[config.mk]
export PLATFORM = sky130hd
export DESIGN_NAME = wag_addr_gen
export DESIGN_NICKNAME = d
export VERILOG_FILES = /design/src/verilog/wag_pkg.sv /design/src/verilog/wag_sample_reg.sv /design/src/verilog/wag_addr_gen.sv
export VERILOG_INCLUDE_DIRS = /design/src /design/src/verilog
export SDC_FILE = /design/constraint.sdc
export NUM_CORES = 1
export LEC_CHECK = 0
export BUFFER_PORTS_ARGS = -buffer_cell sky130_fd_sc_hd__buf_2
export CAP_MARGIN = 25
export CELL_PAD_IN_SITES_DETAIL_PLACEMENT = 1
export CELL_PAD_IN_SITES_GLOBAL_PLACEMENT = 2
export CORE_MARGIN = 4
export CORE_UTILIZATION = 25
export CTS_BUF_LIST = sky130_fd_sc_hd__clkbuf_16
export DETAILED_ROUTE_END_ITERATION = 16
export PLACE_DENSITY = 0.73
export SYNTH_ARGS = -nofsm -noshare
export SYNTH_HDL_FRONTEND = slang
export SYNTH_SLANG_ARGS = --single-unit
[constraint.sdc]
create_clock -name clk -period 3.7 [get_ports clk]
set_clock_uncertainty 0.2 [all_clocks]
set_input_delay 0.555 -clock clk [delete_from_list [all_inputs] [get_ports clk]]
set_output_delay 0.555 -clock clk [all_outputs]
set_load 0.02 [all_outputs]
[src/verilog/wag_regs.svh]
// Constants of the waveform address generator
`ifndef WAG_REGS_SVH
`define WAG_REGS_SVH

`define WAG_ACC_W 38
`define WAG_TBL_W 12
`define WAG_ADDR_W 16
`define WAG_LEN_W 17
`define WAG_DAT_W 16
`define WAG_SQUARE_LEN 17'h00002
`define WAG_ARB_MIN_LEN 17'h00004
`define WAG_ARB_MAX_LEN 17'h10000
`define WAG_TBL_LEN 17'h01000
`define WAG_ADDR_ZERO 16'h0000
`define WAG_UPPER_ZERO 4'h0
`define WAG_SCLK_MAX_HZ 40000000
`define WAG_SCLK_MIN_MHZ 100
`define WAG_FREQ_STEP_UHZ 100

`endif

[src/verilog/wag_pkg.sv]
// Types shared by the waveform address generator
package wag_pkg;

  typedef enum logic [2:0] {
    WAG_SHAPE_SINE = 3'h0,
    WAG_SHAPE_COSINE = 3'h1,
    WAG_SHAPE_HAVERSINE = 3'h2,
    WAG_SHAPE_TRIANGLE = 3'h3,
    WAG_SHAPE_SINC = 3'h4,
    WAG_SHAPE_RAMP = 3'h5,
    WAG_SHAPE_SQUARE = 3'h6,
    WAG_SHAPE_SEQ = 3'h7
  } wag_shape_t;

  typedef enum logic [1:0] {
    WAG_ST_IDLE = 2'h0,
    WAG_ST_DDS = 2'h1,
    WAG_ST_CLK = 2'h2,
    WAG_ST_HOLD = 2'h3
  } wag_state_t;

endpackage

[src/verilog/wag_sample_reg.sv]
// Output register that forwards or freezes the addressed sample
`timescale 1ns/100ps
`default_nettype none
`include "wag_regs.svh"

module wag_sample_reg (
  input wire logic clk,
  input wire logic sys_rst,
  input wire logic load,
  input wire logic [`WAG_DAT_W-1:0] din,
  output logic [`WAG_DAT_W-1:0] dout
);
  import wag_pkg::*;

  typedef struct packed {
    logic [`WAG_DAT_W-1:0] dat;
  } wag_sreg_t;

  wag_sreg_t cur_ff;
  wag_sreg_t nxt_cur;

  always_comb begin
    nxt_cur = cur_ff;
    if (load) begin
      nxt_cur.dat = din;
    end
  end

  always_ff @(posedge clk) begin
    if (sys_rst) begin
      cur_ff <= '0;
    end else begin
      cur_ff <= nxt_cur;
    end
  end

  assign dout = cur_ff.dat;
endmodule // wag_sample_reg

`default_nettype wire

[src/verilog/wag_addr_gen.sv]
// Waveform RAM address generator: phase accumulator and sequential counter
// Notes on behaviour
// - Sine, cosine, haversine, triangle, sinc and ramp use the phase accumulator unless pulse_shape is set, others count.
// - Both modes step RAM addresses and forward each sample to the converter in order.
// - In counting mode the address rises by one on each sample clock tick.
// - The counter wraps to zero after the last point so a period equals the length.
// - Wrap length is 4 to 65536 for arbitrary, 2 for square, set by period for pulses.
// - One accumulator cycle spans 4096 table entries.
// - The loaded increment is added to the accumulator on every clock in the DDS state except the one that enters hold.
// - The top 12 accumulator bits drive the low address lines, the upper 4 stay zero.
// - The accumulator is 38 bits wide.
// - A new increment takes effect from the next clock on.
// - Small increments repeat addresses and large ones skip them.
// - A pause request freezes playback, sweep and the output sample.
`timescale 1ns/100ps
`default_nettype none
`include "wag_regs.svh"

module wag_addr_gen (
  input wire logic clk,
  input wire logic sys_rst,
  input wire logic run,
  input wire wag_pkg::wag_shape_t shape,
  input wire logic pulse_shape,
  input wire logic [`WAG_LEN_W-1:0] arb_len,
  input wire logic [`WAG_LEN_W-1:0] pulse_len,
  input wire logic [`WAG_ACC_W-1:0] phase_inc,
  input wire logic inc_load,
  input wire logic sample_tick,
  input wire logic manual_pause_request,
  input wire logic [`WAG_DAT_W-1:0] ram_data,
  output logic [`WAG_ADDR_W-1:0] ram_addr,
  output logic [`WAG_DAT_W-1:0] dac_data,
  output logic dds_mode,
  output logic paused,
  output logic sweep_enable
);
  import wag_pkg::*;

  typedef struct packed {
    wag_state_t st;
    logic [`WAG_ACC_W-1:0] inc;
    logic [`WAG_ACC_W-1:0] acc;
    logic [`WAG_LEN_W-1:0] cnt;
    logic [`WAG_ADDR_W-1:0] addr;
    logic fwd;
    logic pause_s1;
    logic pause_s2;
    logic tick_s1;
    logic tick_s2;
    logic tick_s3;
  } wag_state_s_t;

  wag_state_s_t cur_ff;
  wag_state_s_t nxt_cur;
  logic use_dds;
  logic [`WAG_LEN_W-1:0] wrap_len;
  logic tick_rise;

  ////////////////////////////////////////////////////////////////
  // Mode and length selection

  always_comb begin
    use_dds = 1'b0;
    case (shape)
      WAG_SHAPE_SINE, WAG_SHAPE_COSINE, WAG_SHAPE_HAVERSINE,
      WAG_SHAPE_TRIANGLE, WAG_SHAPE_SINC, WAG_SHAPE_RAMP: begin
        use_dds = ~pulse_shape;
      end
      default: begin
        use_dds = 1'b0;
      end
    endcase
  end

  always_comb begin
    if (shape == WAG_SHAPE_SQUARE && !pulse_shape) begin
      wrap_len = `WAG_SQUARE_LEN;
    end else if (pulse_shape) begin
      wrap_len = (pulse_len < `WAG_SQUARE_LEN) ? `WAG_SQUARE_LEN : pulse_len;
    end else if (arb_len < `WAG_ARB_MIN_LEN) begin
      wrap_len = `WAG_ARB_MIN_LEN;
    end else if (arb_len > `WAG_ARB_MAX_LEN) begin
      wrap_len = `WAG_ARB_MAX_LEN;
    end else begin
      wrap_len = arb_len;
    end
  end

  assign tick_rise = cur_ff.tick_s2 & ~cur_ff.tick_s3;

  ////////////////////////////////////////////////////////////////
  // Sequencer

  always_comb begin
    nxt_cur = cur_ff;
    nxt_cur.pause_s1 = manual_pause_request;
    nxt_cur.pause_s2 = cur_ff.pause_s1;
    nxt_cur.tick_s1 = sample_tick;
    nxt_cur.tick_s2 = cur_ff.tick_s1;
    nxt_cur.tick_s3 = cur_ff.tick_s2;
    nxt_cur.fwd = 1'b0;
    if (inc_load) begin
      nxt_cur.inc = phase_inc;
    end
    case (cur_ff.st)
      WAG_ST_IDLE: begin
        nxt_cur.acc = '0;
        nxt_cur.cnt = '0;
        nxt_cur.addr = `WAG_ADDR_ZERO;
        if (run) begin
          nxt_cur.st = use_dds ? WAG_ST_DDS : WAG_ST_CLK;
        end
      end
      WAG_ST_DDS: begin
        nxt_cur.acc = cur_ff.acc + cur_ff.inc;
        nxt_cur.addr = {`WAG_UPPER_ZERO, cur_ff.acc[`WAG_ACC_W-1 -: `WAG_TBL_W]};
        nxt_cur.fwd = 1'b1;
        if (!run || !use_dds) begin
          nxt_cur.st = WAG_ST_IDLE;
        end else if (cur_ff.pause_s2) begin
          nxt_cur.st = WAG_ST_HOLD;
          nxt_cur.acc = cur_ff.acc;
          nxt_cur.fwd = 1'b0;
        end
      end
      WAG_ST_CLK: begin
        if (!run || use_dds) begin
          nxt_cur.st = WAG_ST_IDLE;
        end else if (cur_ff.pause_s2) begin
          nxt_cur.st = WAG_ST_HOLD;
        end else if (tick_rise) begin
          nxt_cur.addr = cur_ff.cnt[`WAG_ADDR_W-1:0];
          nxt_cur.fwd = 1'b1;
          if (cur_ff.cnt + 17'h00001 >= wrap_len) begin
            nxt_cur.cnt = '0;
          end else begin
            nxt_cur.cnt = cur_ff.cnt + 17'h00001;
          end
        end
      end
      WAG_ST_HOLD: begin
        if (!run) begin
          nxt_cur.st = WAG_ST_IDLE;
        end else if (!cur_ff.pause_s2) begin
          nxt_cur.st = use_dds ? WAG_ST_DDS : WAG_ST_CLK;
        end
      end
      default: begin
        nxt_cur.st = WAG_ST_IDLE;
      end
    endcase
  end

  always_ff @(posedge clk) begin
    if (sys_rst) begin
      cur_ff <= '0;
    end else begin
      cur_ff <= nxt_cur;
    end
  end

  ////////////////////////////////////////////////////////////////
  // Sample forwarding

  wag_sample_reg u_sample (
    .clk(clk),
    .sys_rst(sys_rst),
    .load(cur_ff.fwd),
    .din(ram_data),
    .dout(dac_data)
  );

  assign ram_addr = cur_ff.addr;
  assign dds_mode = (cur_ff.st == WAG_ST_DDS);
  assign paused = (cur_ff.st == WAG_ST_HOLD);
  assign sweep_enable = (cur_ff.st == WAG_ST_DDS) & ~cur_ff.pause_s2;
endmodule // wag_addr_gen

`default_nettype wire

Word-level counts from Yosys, hierarchy flattened
Cells that the tools add are included.
{"block": "classes", "add_sub_neg": 2, "order_cmp": 4, "eq_ne": 15, "n_mux": 26, "bitwise": 5, "reduce_logical": 16}
{"op": "$mux 17", "n": 6}
{"op": "$mux 34", "n": 3}
{"op": "$mux 38", "n": 2}
{"op": "$pmux 38 s2", "n": 1}
{"op": "$pmux 16 s3", "n": 1}
{"op": "$add 38x38->38", "n": 1}
{"op": "$pmux 17 s2", "n": 1}
{"op": "$add 17x1->17 const B", "n": 1}
{"op": "$ge 17x17->1", "n": 1}
{"op": "$gt 17x17->1 const B", "n": 1}
{"op": "$lt 17x2->1 const B", "n": 1}
{"op": "$lt 17x3->1 const B", "n": 1}
{"op": "$mux 2", "n": 7}
{"op": "$eq 3x3->1 const B", "n": 3}
{"op": "$ne 2x2->1 const B", "n": 4}
{"op": "$pmux 2 s4", "n": 1}
{"op": "$reduce_and 4->1", "n": 2}
{"op": "$eq 3x2->1 const B", "n": 2}
{"op": "$reduce_or 6->1", "n": 1}
{"op": "$eq 2x2->1 const B", "n": 2}
{"op": "$reduce_and 2->1", "n": 2}
{"op": "$reduce_bool 2->1", "n": 2}
{"op": "$eq 3x1->1 const B", "n": 1}
{"op": "$logic_not 1->1", "n": 3}
{"op": "other kinds (12)", "n": 18}
{"block": "totals", "ff_bits": 133, "word_cells": 80}

Longest topological paths before layout
{"block": "depth", "ltp_word": 11, "ltp_mapped": 17}

Modules after synthesis
From an unflattened synthesis, not the netlist that was laid out.
{"block": "hier_totals", "hier_cells": 923, "area_unflattened_um2": 8002.7}
{"module": "wag_addr_gen", "instances": 1, "cells_each": 871, "area_per_inst_um2": 7422.1}
{"module": "wag_sample_reg", "instances": 1, "cells_each": 52, "area_per_inst_um2": 580.6}

Worst setup path before layout
OpenSTA, ideal clock, no wires.
{"block": "synth_timing", "path_type": "input to register", "start": "input port arb_len[12]", "end": "register cur_ff[32] (netlist bit)", "t_arrival_ns": 3.668, "t_required_ns": 3.428, "slack_ns": -0.240, "cell_stages": 15, "n_path_buf": 2, "path_cell_list": "nor4_1 > nand4_1 > or3_1 > a21oi_1 > clkbuf_1 > a22o_1 > nand2_1 > ha_1 > and3_1 > a2111oi_0 > nand4_1 > a21oi_1 > clkbuf_1 > nand2_1 > mux2i_1"}
{"block": "synth_between", "elab_chain_len": 11}
{"element": "from (decl)", "line_no": "wag_addr_gen.sv:25", "text": "input wire logic [`WAG_LEN_W-1:0] arb_len,"}
{"element": "$gt 17x17->1 (no line)"}
{"element": "$mux 17", "line_no": "wag_addr_gen.sv:83", "text": "end else if (arb_len > `WAG_ARB_MAX_LEN) begin"}
{"element": "$mux 17 *", "line_no": "wag_addr_gen.sv:81", "text": "end else if (arb_len < `WAG_ARB_MIN_LEN) begin"}
{"element": "$mux 17 *", "line_no": "wag_addr_gen.sv:79", "text": "end else if (pulse_shape) begin"}
{"element": "$mux 17 *", "line_no": "wag_addr_gen.sv:77", "text": "if (shape == WAG_SHAPE_SQUARE && !pulse_shape) begin"}
{"element": "$ge 17x17->1 *", "line_no": "wag_addr_gen.sv:135", "text": "if (cur_ff.cnt + 17'h00001 >= wrap_len) begin"}
{"element": "$mux 17 *", "line_no": "wag_addr_gen.sv:135"}
{"element": "$mux 34 *", "line_no": "wag_addr_gen.sv:132", "text": "end else if (tick_rise) begin"}
{"element": "$mux 34 *", "line_no": "wag_addr_gen.sv:130", "text": "end else if (cur_ff.pause_s2) begin"}
{"element": "$mux 34 *", "line_no": "wag_addr_gen.sv:128", "text": "if (!run || use_dds) begin"}
{"element": "$pmux 17 s2 *", "line_no": "wag_addr_gen.sv:106", "text": "case (cur_ff.st)"}
{"element": "to (signal assigned)", "line_no": "wag_addr_gen.sv:159", "text": "cur_ff <= nxt_cur;"}
{"element": "to (decl)", "line_no": "wag_addr_gen.sv:54", "text": "wag_state_s_t cur_ff;"}
Mark *: on every way between the ends. The rest lies on a longest branch, timed or not. The select of a mux whose other input is x is not followed.
A chain may end at the register's enable or synchronous reset.

Final worst setup path
{"block": "layout_timing", "start": "register cur_ff[23] (netlist bit)", "end": "register cur_ff[29] (netlist bit)"}
{"block": "layout_between", "elab_chain_len": 7}
{"element": "$add 17x1->17 *", "line_no": "wag_addr_gen.sv:135, wag_addr_gen.sv:138"}
{"element": "$ge 17x17->1", "line_no": "wag_addr_gen.sv:135"}
{"element": "$mux 17 *", "line_no": "wag_addr_gen.sv:135"}
{"element": "$mux 34 *", "line_no": "wag_addr_gen.sv:132"}
{"element": "$mux 34 *", "line_no": "wag_addr_gen.sv:130"}
{"element": "$mux 34 *", "line_no": "wag_addr_gen.sv:128"}
{"element": "$pmux 17 s2 *", "line_no": "wag_addr_gen.sv:106"}
Marks and branches as above.

==> impl_metrics.json <==
{
  "status": "finished clean",
  "min_from": "manual_pause_request",
  "initial_core_util": 0.256,
  "grt_use_total": 0.132,
  "hold_end": "cur_ff[4]$_SDFF_PP0_",
  "synth_top_flop_cell": "dfxtp_1",
  "hold_path_class": "in2reg",
  "path_clk_slew_ns": 0.07,
  "seq_area_um2": 2660,
  "detail-route-antenna-nets": 0,
  "syn_to_final_growth_pct": 24.2,
  "holdBufCountCts": 0,
  "endpoint_kind": "flop",
  "p_leak_nw": 4.40,
  "grt_use_met1": 0.172,
  "grt_max_degree": 52,
  "dr.pass1.iters": 5,
  "busiest_layer": "met2",
  "vias_per_cell": 4.79,
  "start_kind": "flop",
  "core-area_um2": 30800,
  "reg2reg_slack_ns": 0.21,
  "gp_congestion": 0.825,
  "crit_fanout": 8,
  "critical_path_class": "reg2reg",
  "final_cell_mix": "133 x dfxtp_1, 131 x buf_2, 124 x nor2_1, 85 x nand2_1, 58 x ha_1",
  "synth-edff-count": 0,
  "r2r-start": "cur_ff[23]$_SDFFE_PP0P_",
  "antenna_cells": 0,
  "yosysWarnings": 0,
  "hold_viol": 0,
  "final_common_cell": "dfxtp_1",
  "min_period_ns": 3.49,
  "wire_per_inst_um": 15.9,
  "fp.dieW_um": 186,
  "grt_pass1_vias": 7206,
  "io_pins": 133,
  "setup_violations": 0,
  "htree_levels": 4,
  "worst_slew_pin_slew_ns": 0.965,
  "ys_ff_latch": 133,
  "total_power_mw": 3.63,
  "drc": 0,
  "period_share": 0.943,
  "synth-seq-area-share": 0.338,
  "nets": 1217,
  "synth_area_um2": 7880,
  "fmax_mhz": 287,
  "slew_headroom": 0.354,
  "peakVddDrop_uv": 268,
  "clock_sinks": 133,
  "synthArstFlopShare": 0,
  "min_path_cells": 2,
  "first_iter_violations": 283,
  "portBuffers": 132,
  "power.density_nw_per_um2": 370,
  "vias": 7038,
  "worst_r2r_path_depth": 15,
  "dieArea_um2": 34400,
  "crit_required_ns": 3.87,
  "grt.overflow.total": 0,
  "placed_cell_area_um2": 9030,
  "met2_usage": 0.228,
  "multi_input_area_um2": 4940,
  "synth_nets": 1087,
  "clk_latency_ns": 0.43,
  "fillers": 3645,
  "drv_slew": 0,
  "worst_hold_slack_ns": 0.144,
  "final_cell_area_um2": 9790,
  "place_hpwl_mm": 17.7,
  "grt_pass1_wl_mm": 37.1,
  "drive_above_1_share": 0.226,
  "cts_buffers": 17,
  "dieHeight_um": 186,
  "maxCapViolCount": 0,
  "antenna_found_initial": 0,
  "synth_cell_type_count": 64,
  "use_met3": 0.0215,
  "critical_path_arrival_ns": 3.66,
  "placementRows": 64,
  "wl_mm": 23.3,
  "cts_tree": "yes",
  "clockRootBuffer": "clkbuf_16",
  "synth_area_per_cell_um2": 8.48,
  "clock_path_buffers": 2,
  "syn-instance-count": 929,
  "timing.rr.end": "cur_ff[29]$_SDFFE_PP0P_"
}
[kinds of logic after synthesis]
| logic type | share of synthesized area |
|---|---|
| AOI/OAI and AO/OA | 0.209 |
| and+or+nand+nor | 0.180 |
| buffers and inverters | 0.0499 |
| xor gates and xnor gates | 0.0533 |
| DFF | 0.338 |
| muxes | 0.0738 |
| adders and majority gates | 0.0962 |
[layer usage]
metal | vias to the layer above | wire, um
met3 | 12 | 700
met2 | 95 | 11500
met1 | 3350 | 10900
met5 | - | 0
li1 | 3581 | -
met4 | 0 | 200
[Yosys cell counts, types with 3 or more instances]
cell type | instances | share of area
xnor2_1 | 26 | 0.029
buf_2 | 7 | 0.0044
a21oi_1 | 46 | 0.029
ha_1 | 59 | 0.094
nand2_1 | 85 | 0.040
xor2_1 | 22 | 0.024
a21o_1 | 24 | 0.023
a211oi_1 | 5 | 0.0048
nor4_1 | 13 | 0.010
a22o_1 | 21 | 0.023
nand4_1 | 9 | 0.0071
nor3_1 | 3 | 0.0019
a22oi_1 | 21 | 0.020
nor2b_1 | 16 | 0.013
mux2i_1 | 57 | 0.072
o21ai_1 | 11 | 0.0070
o21bai_1 | 5 | 0.0048
and3_1 | 7 | 0.0056
nor3b_1 | 9 | 0.0086
dfxtp_1 | 133 | 0.34
o21a_1 | 7 | 0.0067
and2_1 | 4 | 0.0032
o211ai_1 | 3 | 0.0029
a222oi_1 | 12 | 0.015
inv_1 | 17 | 0.0081
buf_4 | 18 | 0.017
nor2_1 | 129 | 0.061
a31oi_1 | 8 | 0.0064
nand3_1 | 24 | 0.015
o21ai_0 | 41 | 0.026
or3_1 | 3 | 0.0024
nand2b_1 | 7 | 0.0056
clkbuf_1 | 39 | 0.019
[repair_timing]
item	CTS	global route
pin swaps	0	6
cloned	0	1
resized for setup	1	18
endpoints found under the setup margin	1	17
buffers inserted	0	4
[power by group]
part,total [mW],internal (mW),leakage (nW),switching (mW)
Sequential,1.49,1.47,1.08,0.0265
Clock,1.72,1.01,0.283,0.711
Combinational,0.410,0.174,3.04,0.236
[critical path, cell delays in order (launching register included)]
cell and delay, ns:
dfxtp_1 0.34, ha_2 0.19, nand3_2 0.10, nor2_2 0.14, nand2_1 0.10, or3_4 0.39, nor2_4 0.11, xor2_2 0.17
ha_1 0.26, and3_4 0.20, a2111oi_4 0.34, nand4_1 0.25, a21oi_1 0.18, buf_4 0.20, and2_1 0.15, o22a_1 0.11
[per-stage QoR]
step,setup WS [ns],utilization,instances,TNS [ns]
6_report,0.212,0.318,1468,0
5_1_grt,-0.0287,0.318,1468,-0.0371
4_1_cts,0.0243,0.312,1463,0
3_5_place_dp,-0.253,0.293,1431,-2.21
3_3_place_gp,-0.209,0.293,1431,-1.77
2_1_floorplan,0.00345,-,929,0
[how the worst max path moves through the flow]
stage | end | slack, ns | from
5_1_grt | cur_ff[29]$_SDFFE_PP0P_ | -0.03 | cur_ff[23]$_SDFFE_PP0P_
3_5_place_dp | cur_ff[24]$_SDFFE_PP0P_ | -0.25 | arb_len[2]
3_3_place_gp | cur_ff[24]$_SDFFE_PP0P_ | -0.21 | arb_len[2]
2_1_floorplan | cur_ff[33]$_SDFFE_PP0P_ | 0.003 | cur_ff[22]$_SDFFE_PP0P_
4_1_cts | cur_ff[33]$_SDFFE_PP0P_ | 0.02 | cur_ff[23]$_SDFFE_PP0P_
6_report | cur_ff[29]$_SDFFE_PP0P_ | 0.21 | cur_ff[23]$_SDFFE_PP0P_
[state kept, by name, summed over array words and instances, names as in the netlist]
name	flops
u_sample.dout	16
ram_addr	16
cur_ff	101
[area by class of cell]
type | count | area share
Clock buffer | 17 | 0.0435
Clock inverter | 15 | 0.0176
Inverter | 17 | 0.00652
Multi-Input combinational cell | 713 | 0.505
Sequential cell | 133 | 0.272
Tap cell | 396 | 0.0506
Timing Repair Buffer | 177 | 0.105
(Power assumes the default switching activity.)
